## src/design/adc_packer_pkg.sv

```systemverilog
// Constants, types and timing figures shared by the sample word packer files.
// Assumes one 200 MHz acquisition clock and four simultaneous converters.
//
// Contract
// - Each finished conversion yields one 16-bit word per channel into holding register, and into FIFO for enabled channels.
// - Narrow variant: result in bits 15..2, digital input bits in bits 1..0.
// - Digital input bits are taken when the busy flag rises, after conversion.
// - A conversion starts on the falling edge of the conversion strobe.
// - Narrow bipolar codes are 14-bit two's complement, 2000 to 1FFF.
// - Narrow unipolar codes use the same two's complement, centred at mid-range.
// - Wide bipolar codes are straight binary, 0000 to FFFF, 8000 at zero.
// - Wide unipolar codes are straight binary, 0000 at zero input.
// - Every finished result of an enabled channel is buffered in the data FIFO for the host.
// - No timed scan conversion is acquired before the trigger condition is met; a software command needs no trigger.
// - Conversions start by a single software command or a timed scan.
// - Each channel carries two digital input bits; four bits sampled per word pair.
// - Software sets channel selection, gain and bipolar or unipolar type.
package adc_packer_pkg;
   localparam int NUM_CH = 4;
   localparam int WORD_W = 16;
   localparam int RAW14_W = 14;
   localparam int SDI_W = 2;
   localparam int GAIN_W = 2;
   localparam int INTERVAL_W = 24;
   localparam int RESULT14_LSB = 2;
   localparam int CLK_PERIOD_NS = 5;
   localparam int STROBE_LOW_NS = 50;
   // Least strobe low time, rounded up to whole clock cycles.
   localparam int STROBE_CYC = (STROBE_LOW_NS + CLK_PERIOD_NS - 1) / CLK_PERIOD_NS;
   localparam int STROBE_CNT_W = 4;
   localparam logic [WORD_W-1:0] WORD_RESET = 16'h0000;
   localparam logic [INTERVAL_W-1:0] COUNT_RESET = 24'h00_0000;

   typedef enum logic [2:0] {
      ST_IDLE = 3'b000,
      ST_WAIT_TRIG = 3'b001,
      ST_WAIT_TICK = 3'b010,
      ST_STROBE = 3'b011,
      ST_WAIT_BUSY = 3'b100,
      ST_WAIT_DONE = 3'b101,
      ST_PUSH = 3'b110
   } acq_state_t;
endpackage : adc_packer_pkg

```

## src/design/pin_sync.sv

```systemverilog
// Two-stage synchroniser for a bundle of pins that arrive from outside the clock domain.
// Assumes the bundle is stable around the edge that the caller looks for.
`timescale 1ns/1ps
`default_nettype none
module pin_sync #(
   parameter int W = 1
) (
   input wire logic i_clk,
   input wire logic i_rst,
   input wire logic [W-1:0] i_d,
   output logic [W-1:0] o_q
);
   typedef struct packed {
      logic [W-1:0] meta;
      logic [W-1:0] q;
   } sync_state_t;

   sync_state_t s;
   sync_state_t next_s;

   // The first stage feeds only the second stage.
   always_comb begin
      next_s = s;
      next_s.meta = i_d;
      next_s.q = s.meta;
   end

   // Pins idle high after reset so a busy flag does not look like an edge.
   always_ff @(posedge i_clk or posedge i_rst) begin
      if (i_rst) begin
         s <= '1;
      end else begin
         s <= next_s;
      end
   end

   assign o_q = s.q;
endmodule : pin_sync
`default_nettype wire

```

## src/design/sample_code_map.sv

```systemverilog
// Maps raw converter codes and digital input bits to 16-bit sample words.
// Assumes converters present offset binary codes, low justified for the narrow variant.
`timescale 1ns/1ps
`default_nettype none
module sample_code_map
   import adc_packer_pkg::*;
#(
   parameter bit WIDE = 1'b0
) (
   input wire logic [NUM_CH*WORD_W-1:0] i_raw,
   input wire logic [NUM_CH*SDI_W-1:0] i_sdi,
   output logic [NUM_CH*WORD_W-1:0] o_word
);
   // Offset binary becomes two's complement by inverting the top bit.
   function automatic logic [WORD_W-1:0] map_word(input logic [WORD_W-1:0] raw,
                                                   input logic [SDI_W-1:0] sdi,
                                                   input bit wide);
      logic [RAW14_W-1:0] twos;
      twos = {~raw[RAW14_W-1], raw[RAW14_W-2:0]};
      if (wide) begin
         map_word = raw;
      end else begin
         map_word = {twos, sdi};
      end
   endfunction : map_word

   // Every channel is mapped the same way; range type lives in the front end.
   always_comb begin
      for (int ch = 0; ch < NUM_CH; ch++) begin
         o_word[ch*WORD_W +: WORD_W] = map_word(i_raw[ch*WORD_W +: WORD_W],
                                                i_sdi[ch*SDI_W +: SDI_W], WIDE);
      end
   end
endmodule : sample_code_map
`default_nettype wire

```

## src/design/adc_sample_word_packer.sv

```systemverilog
// Acquisition control: starts conversions, captures results and streams sample words.
// Assumes converters and digital inputs on pins, and a FIFO on the same clock.
`timescale 1ns/1ps
`default_nettype none
module adc_sample_word_packer
   import adc_packer_pkg::*;
#(
   parameter bit WIDE = 1'b0
) (
   input wire logic i_clk,
   input wire logic i_rst,
   input wire logic i_scan_mode,
   input wire logic i_sw_convert,
   input wire logic i_arm,
   input wire logic i_trigger,
   input wire logic [INTERVAL_W-1:0] i_scan_interval,
   input wire logic [INTERVAL_W-1:0] i_scan_count,
   input wire logic [NUM_CH-1:0] i_chan_enable,
   input wire logic [NUM_CH*GAIN_W-1:0] i_gain,
   input wire logic [NUM_CH-1:0] i_bipolar,
   input wire logic i_converter_busy_n,
   input wire logic [NUM_CH*WORD_W-1:0] i_adc_raw,
   input wire logic [NUM_CH*SDI_W-1:0] i_sync_digital_in_bits,
   input wire logic i_fifo_ready,
   output logic o_conv_strobe_n,
   output logic [NUM_CH-1:0] o_chan_enable,
   output logic [NUM_CH*GAIN_W-1:0] o_gain,
   output logic [NUM_CH-1:0] o_bipolar,
   output logic [NUM_CH*WORD_W-1:0] o_hold_word,
   output logic [WORD_W-1:0] o_fifo_data,
   output logic o_fifo_valid,
   output logic o_acq_active,
   output logic o_overrun,
   output logic o_done
);
   localparam int SYNC_W = 1 + NUM_CH * WORD_W + NUM_CH * SDI_W;

   typedef struct packed {
      acq_state_t state;
      logic scan;
      logic busy_prev;
      logic [STROBE_CNT_W-1:0] strobe_cnt;
      logic [INTERVAL_W-1:0] interval_cnt;
      logic [INTERVAL_W-1:0] scans_left;
      logic [NUM_CH-1:0] mask;
      logic [1:0] cur_ch;
      logic strobe_n;
      logic [NUM_CH-1:0] chan_enable;
      logic [NUM_CH*GAIN_W-1:0] gain;
      logic [NUM_CH-1:0] bipolar;
      logic [NUM_CH*WORD_W-1:0] hold;
      logic [WORD_W-1:0] fifo_data;
      logic fifo_valid;
      logic overrun;
      logic done;
      logic active;
   } packer_state_t;

   packer_state_t s;
   packer_state_t next_s;

   logic [SYNC_W-1:0] sync_q;
   logic busy_sync;
   logic [NUM_CH*WORD_W-1:0] raw_sync;
   logic [NUM_CH*SDI_W-1:0] sdi_sync;
   logic [NUM_CH*WORD_W-1:0] mapped;
   logic busy_rise;
   logic tick;

   // Busy flag, results and digital inputs share one synchroniser so they stay aligned.
   pin_sync #(
      .W(SYNC_W)
   ) u_sync (
      .i_clk(i_clk),
      .i_rst(i_rst),
      .i_d({i_converter_busy_n, i_adc_raw, i_sync_digital_in_bits}),
      .o_q(sync_q)
   );

   assign busy_sync = sync_q[SYNC_W-1];
   assign raw_sync = sync_q[NUM_CH*SDI_W +: NUM_CH*WORD_W];
   assign sdi_sync = sync_q[NUM_CH*SDI_W-1:0];

   sample_code_map #(
      .WIDE(WIDE)
   ) u_map (
      .i_raw(raw_sync),
      .i_sdi(sdi_sync),
      .o_word(mapped)
   );

   // Lowest set bit of a channel mask; the order of the words in the FIFO.
   function automatic logic [1:0] lowest_ch(input logic [NUM_CH-1:0] m);
      lowest_ch = 2'h0;
      for (int i = NUM_CH - 1; i >= 0; i--) begin
         if (m[i]) begin
            lowest_ch = i[1:0];
         end
      end
   endfunction : lowest_ch

   // Busy rises once the converter has finished; this is the capture moment.
   assign busy_rise = busy_sync && !s.busy_prev;
   // The scan interval counter ticks only while a timed scan is running.
   assign tick = s.scan && (s.state != ST_IDLE) && (s.state != ST_WAIT_TRIG) &&
                 (s.interval_cnt == COUNT_RESET);

   // Next-state logic for the whole acquisition sequence.
   always_comb begin
      next_s = s;
      next_s.busy_prev = busy_sync;
      next_s.done = 1'b0;
      if (tick) begin
         next_s.interval_cnt = (i_scan_interval == COUNT_RESET) ? COUNT_RESET :
                               i_scan_interval - 24'h00_0001;
      end else if (s.interval_cnt != COUNT_RESET) begin
         next_s.interval_cnt = s.interval_cnt - 24'h00_0001;
      end
      // A tick that finds the previous scan still running is lost and flagged.
      if (tick && (s.state != ST_WAIT_TICK)) begin
         next_s.overrun = 1'b1;
      end else if (s.state == ST_IDLE && i_arm) begin
         next_s.overrun = 1'b0;
      end
      case (s.state)
         ST_IDLE: begin
            // Configuration follows software only between acquisitions.
            next_s.chan_enable = i_chan_enable;
            next_s.gain = i_gain;
            next_s.bipolar = i_bipolar;
            if (i_scan_mode && i_arm) begin
               next_s.scan = 1'b1;
               next_s.state = ST_WAIT_TRIG;
            end else if (!i_scan_mode && i_sw_convert) begin
               next_s.scan = 1'b0;
               next_s.strobe_n = 1'b0;
               next_s.strobe_cnt = STROBE_CNT_W'(STROBE_CYC - 1);
               next_s.state = ST_STROBE;
            end
         end
         ST_WAIT_TRIG: begin
            // Nothing is converted until the trigger arrives.
            if (i_trigger) begin
               next_s.scans_left = i_scan_count;
               next_s.interval_cnt = COUNT_RESET;
               if (i_scan_count == COUNT_RESET) begin
                  next_s.done = 1'b1;
                  next_s.state = ST_IDLE;
               end else begin
                  next_s.state = ST_WAIT_TICK;
               end
            end
         end
         ST_WAIT_TICK: begin
            if (tick) begin
               next_s.strobe_n = 1'b0;
               next_s.strobe_cnt = STROBE_CNT_W'(STROBE_CYC - 1);
               next_s.scans_left = s.scans_left - 24'h00_0001;
               next_s.state = ST_STROBE;
            end
         end
         ST_STROBE: begin
            if (s.strobe_cnt == '0) begin
               next_s.strobe_n = 1'b1;
               next_s.state = ST_WAIT_BUSY;
            end else begin
               next_s.strobe_cnt = s.strobe_cnt - 1'b1;
            end
         end
         ST_WAIT_BUSY: begin
            if (!busy_sync) begin
               next_s.state = ST_WAIT_DONE;
            end
         end
         ST_WAIT_DONE: begin
            // Result and digital input bits are latched together at busy release.
            if (busy_rise) begin
               next_s.hold = mapped;
               next_s.mask = s.chan_enable;
               next_s.state = ST_PUSH;
            end
         end
         ST_PUSH: begin
            // One word per enabled channel, lowest first, held until accepted.
            if (!s.fifo_valid || i_fifo_ready) begin
               if (s.mask != '0) begin
                  next_s.cur_ch = lowest_ch(s.mask);
                  next_s.fifo_data = s.hold[lowest_ch(s.mask)*WORD_W +: WORD_W];
                  next_s.fifo_valid = 1'b1;
                  next_s.mask[lowest_ch(s.mask)] = 1'b0;
               end else begin
                  next_s.fifo_valid = 1'b0;
                  if (s.scan && (s.scans_left != COUNT_RESET)) begin
                     next_s.state = ST_WAIT_TICK;
                  end else begin
                     next_s.done = 1'b1;
                     next_s.state = ST_IDLE;
                  end
               end
            end
         end
         default: begin
            next_s.state = ST_IDLE;
         end
      endcase
      next_s.active = (next_s.state != ST_IDLE); // Registered so the status pin cannot glitch.
   end

   // State register; the strobe idles high so no conversion starts at reset.
   always_ff @(posedge i_clk or posedge i_rst) begin
      if (i_rst) begin
         s <= '0;
         s.state <= ST_IDLE;
         s.busy_prev <= 1'b1;
         s.strobe_n <= 1'b1;
      end else begin
         s <= next_s;
      end
   end

   // Outputs come straight from the state register.
   assign o_conv_strobe_n = s.strobe_n;
   assign o_chan_enable = s.chan_enable;
   assign o_gain = s.gain;
   assign o_bipolar = s.bipolar;
   assign o_hold_word = s.hold;
   assign o_fifo_data = s.fifo_data;
   assign o_fifo_valid = s.fifo_valid;
   assign o_acq_active = s.active;
   assign o_overrun = s.overrun;
   assign o_done = s.done;

   // Checks on the sequence, kept beside the logic they guard.
   property p_strobe_start;
      @(posedge i_clk) disable iff (i_rst)
      (s.state == ST_WAIT_TICK && tick) |=> $fell(o_conv_strobe_n);
   endproperty
   a_strobe_start: assert property (p_strobe_start)
      else $error("Scan tick did not start a conversion.");

   property p_strobe_width;
      @(posedge i_clk) disable iff (i_rst)
      $fell(o_conv_strobe_n) |-> !o_conv_strobe_n [*8];
   endproperty
   a_strobe_width: assert property (p_strobe_width)
      else $error("Conversion strobe low too short.");

   property p_sdi_capture;
      @(posedge i_clk) disable iff (i_rst)
      (s.state == ST_WAIT_DONE && busy_rise && !WIDE) |=>
         o_hold_word[SDI_W-1:0] == $past(sdi_sync[SDI_W-1:0]);
   endproperty
   a_sdi_capture: assert property (p_sdi_capture)
      else $error("Digital input bits not captured at busy release.");

   property p_code_narrow;
      @(posedge i_clk) disable iff (i_rst)
      (s.state == ST_WAIT_DONE && busy_rise && !WIDE) |=>
         o_hold_word[WORD_W-1:RESULT14_LSB] ==
         $past({~raw_sync[RAW14_W-1], raw_sync[RAW14_W-2:0]});
   endproperty
   a_code_narrow: assert property (p_code_narrow)
      else $error("Narrow result not in two's complement at bits 15..2.");

   property p_code_wide;
      @(posedge i_clk) disable iff (i_rst)
      (s.state == ST_WAIT_DONE && busy_rise && WIDE) |=>
         o_hold_word[WORD_W-1:0] == $past(raw_sync[WORD_W-1:0]);
   endproperty
   a_code_wide: assert property (p_code_wide)
      else $error("Wide result not straight binary.");

   property p_no_early_start;
      @(posedge i_clk) disable iff (i_rst)
      (s.state == ST_WAIT_TRIG) |=> o_conv_strobe_n;
   endproperty
   a_no_early_start: assert property (p_no_early_start)
      else $error("Conversion started before trigger.");

   property p_fifo_stall;
      @(posedge i_clk) disable iff (i_rst)
      (o_fifo_valid && !i_fifo_ready) |=> o_fifo_valid && $stable(o_fifo_data);
   endproperty
   a_fifo_stall: assert property (p_fifo_stall)
      else $error("FIFO word dropped under back-pressure.");

   property p_word_from_hold;
      @(posedge i_clk) disable iff (i_rst)
      o_fifo_valid |-> o_fifo_data == o_hold_word[s.cur_ch*WORD_W +: WORD_W];
   endproperty
   a_word_from_hold: assert property (p_word_from_hold)
      else $error("FIFO word differs from holding register.");

   property p_ascending;
      @(posedge i_clk) disable iff (i_rst)
      (o_fifo_valid && i_fifo_ready && s.mask != '0) |=> s.cur_ch > $past(s.cur_ch);
   endproperty
   a_ascending: assert property (p_ascending)
      else $error("Channel words out of ascending order.");

   property p_sw_single;
      @(posedge i_clk) disable iff (i_rst)
      (s.state == ST_IDLE && !i_scan_mode && i_sw_convert) |=> !o_conv_strobe_n;
   endproperty
   a_sw_single: assert property (p_sw_single)
      else $error("Software command did not start a conversion.");

   property p_config_latch;
      @(posedge i_clk) disable iff (i_rst)
      (s.state == ST_IDLE) |=> o_gain == $past(i_gain) && o_bipolar == $past(i_bipolar);
   endproperty
   a_config_latch: assert property (p_config_latch)
      else $error("Configuration not taken while idle.");

   property p_c_push;
      @(posedge i_clk) disable iff (i_rst)
      o_fifo_valid && i_fifo_ready;
   endproperty
   c_push: cover property (p_c_push);

   property p_c_stall;
      @(posedge i_clk) disable iff (i_rst)
      o_fifo_valid && !i_fifo_ready;
   endproperty
   c_stall: cover property (p_c_stall);

   property p_c_scan_done;
      @(posedge i_clk) disable iff (i_rst)
      s.scan && o_done;
   endproperty
   c_scan_done: cover property (p_c_scan_done);
endmodule : adc_sample_word_packer
`default_nettype wire

```

## config.mk

```make
export PLATFORM = sky130hd
export DESIGN_NAME = adc_sample_word_packer
export DESIGN_NICKNAME = d
export VERILOG_FILES = /design/src/design/adc_packer_pkg.sv /design/src/design/pin_sync.sv /design/src/design/sample_code_map.sv /design/src/design/adc_sample_word_packer.sv
export SDC_FILE = /design/constraint.sdc
export NUM_CORES = 1
export LEC_CHECK = 0
export ABC_AREA = 1
export BUFFER_PORTS_ARGS = -buffer_cell sky130_fd_sc_hd__clkbuf_2
export CAP_MARGIN = 0
export CORE_MARGIN = 5
export CORE_UTILIZATION = 30
export DETAILED_ROUTE_END_ITERATION = 6
export HOLD_SLACK_MARGIN = 0.05
export PLACE_DENSITY = 0.53
export SLEW_MARGIN = 20
export SYNTH_ARGS = -nofsm -noshare
export SYNTH_HDL_FRONTEND = slang
export SYNTH_SLANG_ARGS = --single-unit
```

## constraint.sdc

```tcl
create_clock -name i_clk -period 8.3 [get_ports i_clk]
set_input_delay 0.415 -clock i_clk [delete_from_list [all_inputs] [get_ports i_clk]]
set_output_delay 0.415 -clock i_clk [all_outputs]
set_load 0.01 [all_outputs]
```

==> results.toml, run 1 <==
[cts]
post-cts-setup-buffers = 0
cts_buffers = 34
cts_root_buf = "clkbuf_16"
numClockSinks = 292
cts_buffer_depth = 3
clk_pin_slew_ns = 0.07
clkLatencyLatePin_ns = 0.53
cts_tree = "done"
h-tree-depth = 2

[timing]
setup_viol = 0
fin_crit_sh = 0.3343
setup_tns_ns = 0
tightest_slew_ns = 1.031
period_needed_ns = 2.775
finalClockSkew_ns = 0.02837
rsz0062_at_grt = "no"
clock.fmax_ghz = 0.3604
maxSlewViolCount = 0
hold_viol_final = 0
relSlewSlack = 0.3126

[power_and_ir_drop]
powerDensity_mw_per_mm2 = 318.0
p_sw_frac = 0.3786
vdd_drop_max_v = 0.0001395
p_int_w = 0.003242
switchingPower_w = 0.001975
clockPowerShare = 0.291
seqPwrFrac = 0.373
leakage_nw = 7.905
combPwrFrac = 0.336

[global_route]
grt_pass1_wl_mm = 59.22
grt_overflow = 0
antenna_found_initial = 0
grt_start_max_net_pins = 181
grt_pass1_vias = 10790
grt_usage = 0.1478

[critical_path]
regToRegStartpoint = "u_sync.o_q[72]"
cp.required_ns = 8.68
reg2reg_to = "s[106]"
reg2reg_slack_ns = 5.52
cp_data_arrival_time_ns = 3.16
cp-start-kind = "flop"
reg2reg_depth = 10
crit_path_end_kind = "flop"
worstPathMaxFanout = 92
critPathKind = "flop to flop"

[detailed_routing]
drt-total-wl_mm = 36.86
drc_errors = 0
via_per_inst = 4.423
drt_first_pass_iters = 5
vias = 10630
ant_nets = 0
drtIter0Drc = 564
wire_per_inst_um = 15.33

[final_layout]
nFillCells = 4551
multiInputGateArea_mm2 = 0.004572
area_growth_pct = 21.56
final_net_count = 1936
fin_area_mm2 = 0.01640
antenna_cells = 0
drive_gt1_frac = 0.2550
seq_area_mm2 = 0.007472

[place]
placed_cell_area_mm2 = 0.01454
io_buffer_count = 236
gp_congestion = 0.8576
hpwlAfterDp_mm = 26.17

[logic_synthesis]
avgSynthCellArea_um2 = 8.556
yosys_warnings = 0
syn_area_mm2 = 0.01349
yosysSeqAreaShare = 0.5538
ys_types = 36
synth-seq-cells = 292
syn_nets = 1727
synthCells = 1577

[floorplan]
initial_core_util = 0.3045
io_pins = 245
die_area_mm2 = 0.04932
die_w_um = 222.1
fp-row-count = 77
core_mm2 = 0.04432
fp.dieH_um = 222.1

[min_path]
min_path_type = "input port to async pin"

[run_status]
status = "completed"

[flow_run]
cap_violations = 0
critical path: stages (launching register included):
cell and delay (ns):
dfstp_2 0.54, nand2_1 0.06, nor3_2 0.15, buf_4 0.71, inv_2 0.62, nand2_1 0.17
nand2_1 0.10, inv_1 0.09, nand2_1 0.05, nand2_1 0.06, o21ai_1 0.05
logic make-up after synthesis:
| group | after synthesis | share of synthesized area |
|---|---|---|
| buffers and inverters | 276 | 0.1079 |
| adder cells (fa/ha/maj) | 6 | 0.005564 |
| AND/OR/NAND/NOR | 774 | 0.2396 |
| XOR/XNOR | 19 | 0.01233 |
| flip-flops | 292 | 0.5538 |
| AO/OA/AOI/OAI | 210 | 0.08077 |
metal layers:
layer | part of all wire | up-vias | global-route usage
met5 | 0 | - | 0
met4 | 0.029 | 0 | 0.04892
met1 | 0.46 | 5011 | 0.1995
li1 | - | 5323 | -
met2 | 0.47 | 236 | 0.2419
met3 | 0.042 | 62 | 0.02569
power groups by stage:
stage	clock [W]	sequential (W)	combinational (W)
3_5_place_dp	0	0.00196	0.00175
6_report	0.00152	0.00195	0.00175
4_1_cts	0.00157	0.00195	0.00178
2_1_floorplan	0	0.00191	0.00138
5_1_grt	0.00163	0.00199	0.00200
3_3_place_gp	0	0.00196	0.00173
per-stage QoR:
step	instances	util	total power [W]	hold slack (ns)	setup slack (ns)
2_1_floorplan	1577	-	0.003292	0.3452	0.04103
3_3_place_gp	2271	0.3281	0.003689	0.3456	5.411
3_5_place_dp	2271	0.3281	0.003714	0.3468	5.352
4_1_cts	2404	0.3701	0.005298	0.05400	5.414
5_1_grt	2404	0.3701	0.005616	0.06856	5.176
6_report	2404	0.3701	0.005216	0.02361	5.525
registers in the layout, summed over array words and instances (netlist names):
register and cells:
o_fifo_valid 1, o_bipolar 4, o_chan_enable 4, o_hold_word 64, u_sync.next_s 65, o_overrun 1
o_gain 8, o_fifo_data 16, s 61, u_sync.o_q 65, o_acq_active 1, o_done 1
o_conv_strobe_n 1
layout by cell type (no fill, tap or decap), drive strengths merged, types with 18 or more instances in the layout:
cell           n
dfstp        132
dlygate4sd3   71
nand2        459
nand4         23
nor2         195
inv          136
o21ai        122
clkbuf       290
nand3         74
a31oi         18
dfrtp        160
a21oi         61
final cells by class:
cell class / count / area share
inverter: 136 / 0.03158
sequential: 292 / 0.4556
clock inverter: 8 / 0.006866
tap: 592 / 0.04516
clock buffer: 54 / 0.06324
timing repair buffer: 313 / 0.1188
multi-input combinational: 1009 / 0.2787
cell usage after synthesis, drive strengths merged:
library cell | n | area [µm²]
nand2 | 459 | 1740
nor2 | 195 | 810.8
dfrtp | 160 | 4004
inv | 136 | 510.5
dfstp | 132 | 3468
o21ai | 122 | 610.6
buf | 120 | 870.8
nand3 | 74 | 387.9
a21oi | 61 | 305.3
nand4 | 23 | 150.1
clkbuf | 20 | 75.07
a31oi | 18 | 112.6
xor2 | 12 | 105.1
nor3 | 11 | 60.06
nand3b | 7 | 52.55
xnor2 | 7 | 61.31
ha | 6 | 75.07
o22ai | 5 | 31.28
or2 | 4 | 25.02
o21bai | 3 | 22.52
a21boi | 1 | 7.510
and2 | 1 | 6.260
worst max-delay path by stage:
stage              startpoint           end  slack, ns  cells after the start
2_1_floorplan           i_rst  o_acq_active       0.04                      1
3_3_place_gp   u_sync.o_q[72]        s[106]       5.41                     10
3_5_place_dp   u_sync.o_q[72]        s[106]       5.35                     10
4_1_cts        u_sync.o_q[72]        s[105]       5.41                      8
5_1_grt        u_sync.o_q[72]        s[106]       5.18                     10
6_report       u_sync.o_q[72]        s[106]       5.52                     10
repair_timing:
item	in CTS	in global routing
hold buffers	71	0
resized for setup	0	0
endpoints found under the hold margin	71	0
Note: power is estimated with default switching activity, not from simulation.
==> inputs of run 2 (changes only) <==
--- a/config.mk
+++ b/config.mk
@@ -12,7 +12,7 @@
 export CORE_UTILIZATION = 30
 export DETAILED_ROUTE_END_ITERATION = 6
 export HOLD_SLACK_MARGIN = 0.05
-export PLACE_DENSITY = 0.53
+export PLACE_DENSITY = 0.51
 export SLEW_MARGIN = 20
 export SYNTH_ARGS = -nofsm -noshare
 export SYNTH_HDL_FRONTEND = slang
==> constraint.sdc (replaced) <==
create_clock -name i_clk -period 2.8 [get_ports i_clk]
set_input_delay 0.14 -clock i_clk [delete_from_list [all_inputs] [get_ports i_clk]]
set_output_delay 0.14 -clock i_clk [all_outputs]
set_load 0.01 [all_outputs]
==> run 2 against run 1 <==
  * Routed wire length is 2.2% higher
  * Via count increased by 2.9%
  * Clock skew decreased by 0.011 ns
  * Maximum frequency rose by 30%
  * Global-route usage increased by 0.30 points
  * Power rose to 3.0 times the previous value
  * Critical endpoint is now s[116]
  * Highest routed layer unchanged
==> results.toml, run 2 (synthesized netlist as in run 1, its figures left out) <==
[cts]
cts_buffers = 36
clk_pin_slew_ns = 0.05
numClockSinks = 292
cts_buffer_depth = 3
clkLatencyLatePin_ns = 0.53
cts_root_buf = "clkbuf_16"
post_cts_resized = 0
h-tree-depth = 2
cts_tree = "done"

[floorplan]
core_mm2 = 0.04432
initial_core_util = 0.3045
fp-row-count = 77
fp.dieH_um = 222.1
die_w_um = 222.1
io_pins = 245
die_area_mm2 = 0.04932

[detailed_routing]
drt_first_pass_iters = 5
drt-total-wl_mm = 37.67
drtIter0Drc = 827
via_per_inst = 4.417
vias = 10940
wire_per_inst_um = 15.21
drc_errors = 0
ant_nets = 0

[final_layout]
final_cell_mix = "455 x nand2_1, 236 x clkbuf_2, 179 x nor2_1, 160 x dfrtp_1, 132 x dfstp_2"
drive_gt1_frac = 0.2564
final_net_count = 2007
final_common_cell = "nand2_1"
fin_area_mm2 = 0.01717
instances_no_fill = 2477
area_growth_pct = 27.27

[min_path]
holdPathStages = 6
min_path_type = "input port to flop"
hp-start = "i_scan_interval[8]"
min_to = "s[139]"

[power_and_ir_drop]
finalPower_w = 0.01588
leakage_nw = 8.247
vdd_drop_max_v = 0.0004361
powerDensity_mw_per_mm2 = 924.9

[global_route]
antenna_found_initial = 1
grt_pass1_vias = 10970
grt_overflow = 0
grt_start_max_net_pins = 92
grt_usage = 0.1508
grt_pass1_wl_mm = 60.26

[flow_run]
cap_violations = 0

[place]
placed_cell_area_mm2 = 0.01471
pre_cts_slack_ns = 0.6379
place_inst = 2285
gp_congestion = 0.8506
io_buffer_count = 236
hpwlAfterDp_mm = 26.96

[critical_path]
reg2reg_slack_ns = 0.66
crit_path_end_kind = "flop"
cp-start-kind = "flop"
reg2reg_depth = 11
regToRegStartpoint = "s[131]"
cp_data_arrival_time_ns = 2.59
cp.required_ns = 3.25
worstPathMaxFanout = 22
reg2reg_to = "s[116]"
critPathKind = "flop to flop"

[timing]
worst_slack_ns = 0.6601
finalClockSkew_ns = 0.01734
clock.fmax_ghz = 0.4673
hold_viol_final = 0
rsz0062_at_grt = "no"
fin_crit_sh = 0.7642
relSlewSlack = 0.4806
setup_tns_ns = 0
maxSlewViolCount = 0
period_needed_ns = 2.140
tightest_slew_ns = 0.7783
setup_viol = 0

[run_status]
status = "completed"
## run 2: cell types whose count changed in the layout (fill, tap and decap cells not counted), moves of 3 or more
cell           before  now
clkbuf_8            9    3
clkinv_2            4   10
dlygate4sd3_1      71  126
clkbuf_1           10    6
clkbuf_16          35   38
clkinvlp_4          0    3
buf_4               5   14
buf_12              1    6
## run 2: layout make-up
class	count	area, µm²
Fill cell	4442	27140
Tap cell	592	740.7
Timing Repair Buffer	382	2668
Multi-Input combinational cell	1009	4572
Inverter	136	514.2
Clock inverter	18	188.9
Antenna cell	1	2.502
Clock buffer	47	1015
Sequential cell	292	7472
## run 2: worst max path at each step
| stage | startpoint | to | slack, ns | cells after the start |
|---|---|---|---|---|
| floorplan | i_rst | o_acq_active | -1.11 | 1 |
| global placement | s[131] | s[110] | 0.71 | 11 |
| detailed placement | s[131] | s[116] | 0.64 | 11 |
| CTS | s[131] | s[116] | 0.62 | 11 |
| global route | s[131] | s[153] | 0.41 | 8 |
| finish | s[131] | s[116] | 0.66 | 11 |
## run 2: metrics by stage
step                        util  hold slack (ns)
after floorplan                -           0.1445
after global placement    0.3318           0.2274
after detailed placement  0.3318           0.2289
after CTS                 0.3874          0.05432
after global routing      0.3874           0.1157
final                     0.3875          0.09443
## run 2: where the power goes
part / internal [W] / leakage (nW) / switching, W
combinational: 0.00185 / 4.18 / 0.00356
clock: 0.00285 / 0.594 / 0.00183
sequential: 0.00516 / 3.47 / 0.000643
total: 0.00985 / 8.25 / 0.00603
## run 2: timing repair
item | CTS | global route
buffers inserted | 0 | 0
hold buffers | 126 | 0
endpoints found under the setup margin | 0 | 0
endpoints found under the hold margin | 139 | 0
## run 2: critical path, stage by stage, from the launching register on
cell,delay (ns)
dfrtp_1,0.39
inv_1,0.14
ha_1,0.21
nand2_2,0.11
nor2_4,0.21
nand2_4,0.09
nor2_8,0.15
nand3_4,0.09
nand2_4,0.21
buf_4,0.29
nand2_1,0.08
o21ai_1,0.08
## run 2: metal layers
metal,up-vias,track usage,share of wire
met5,-,0,0
met4,0,0.04037,0.023
met3,53,0.03336,0.058
met2,289,0.2405,0.46
met1,5122,0.2084,0.46
li1,5476,-,-
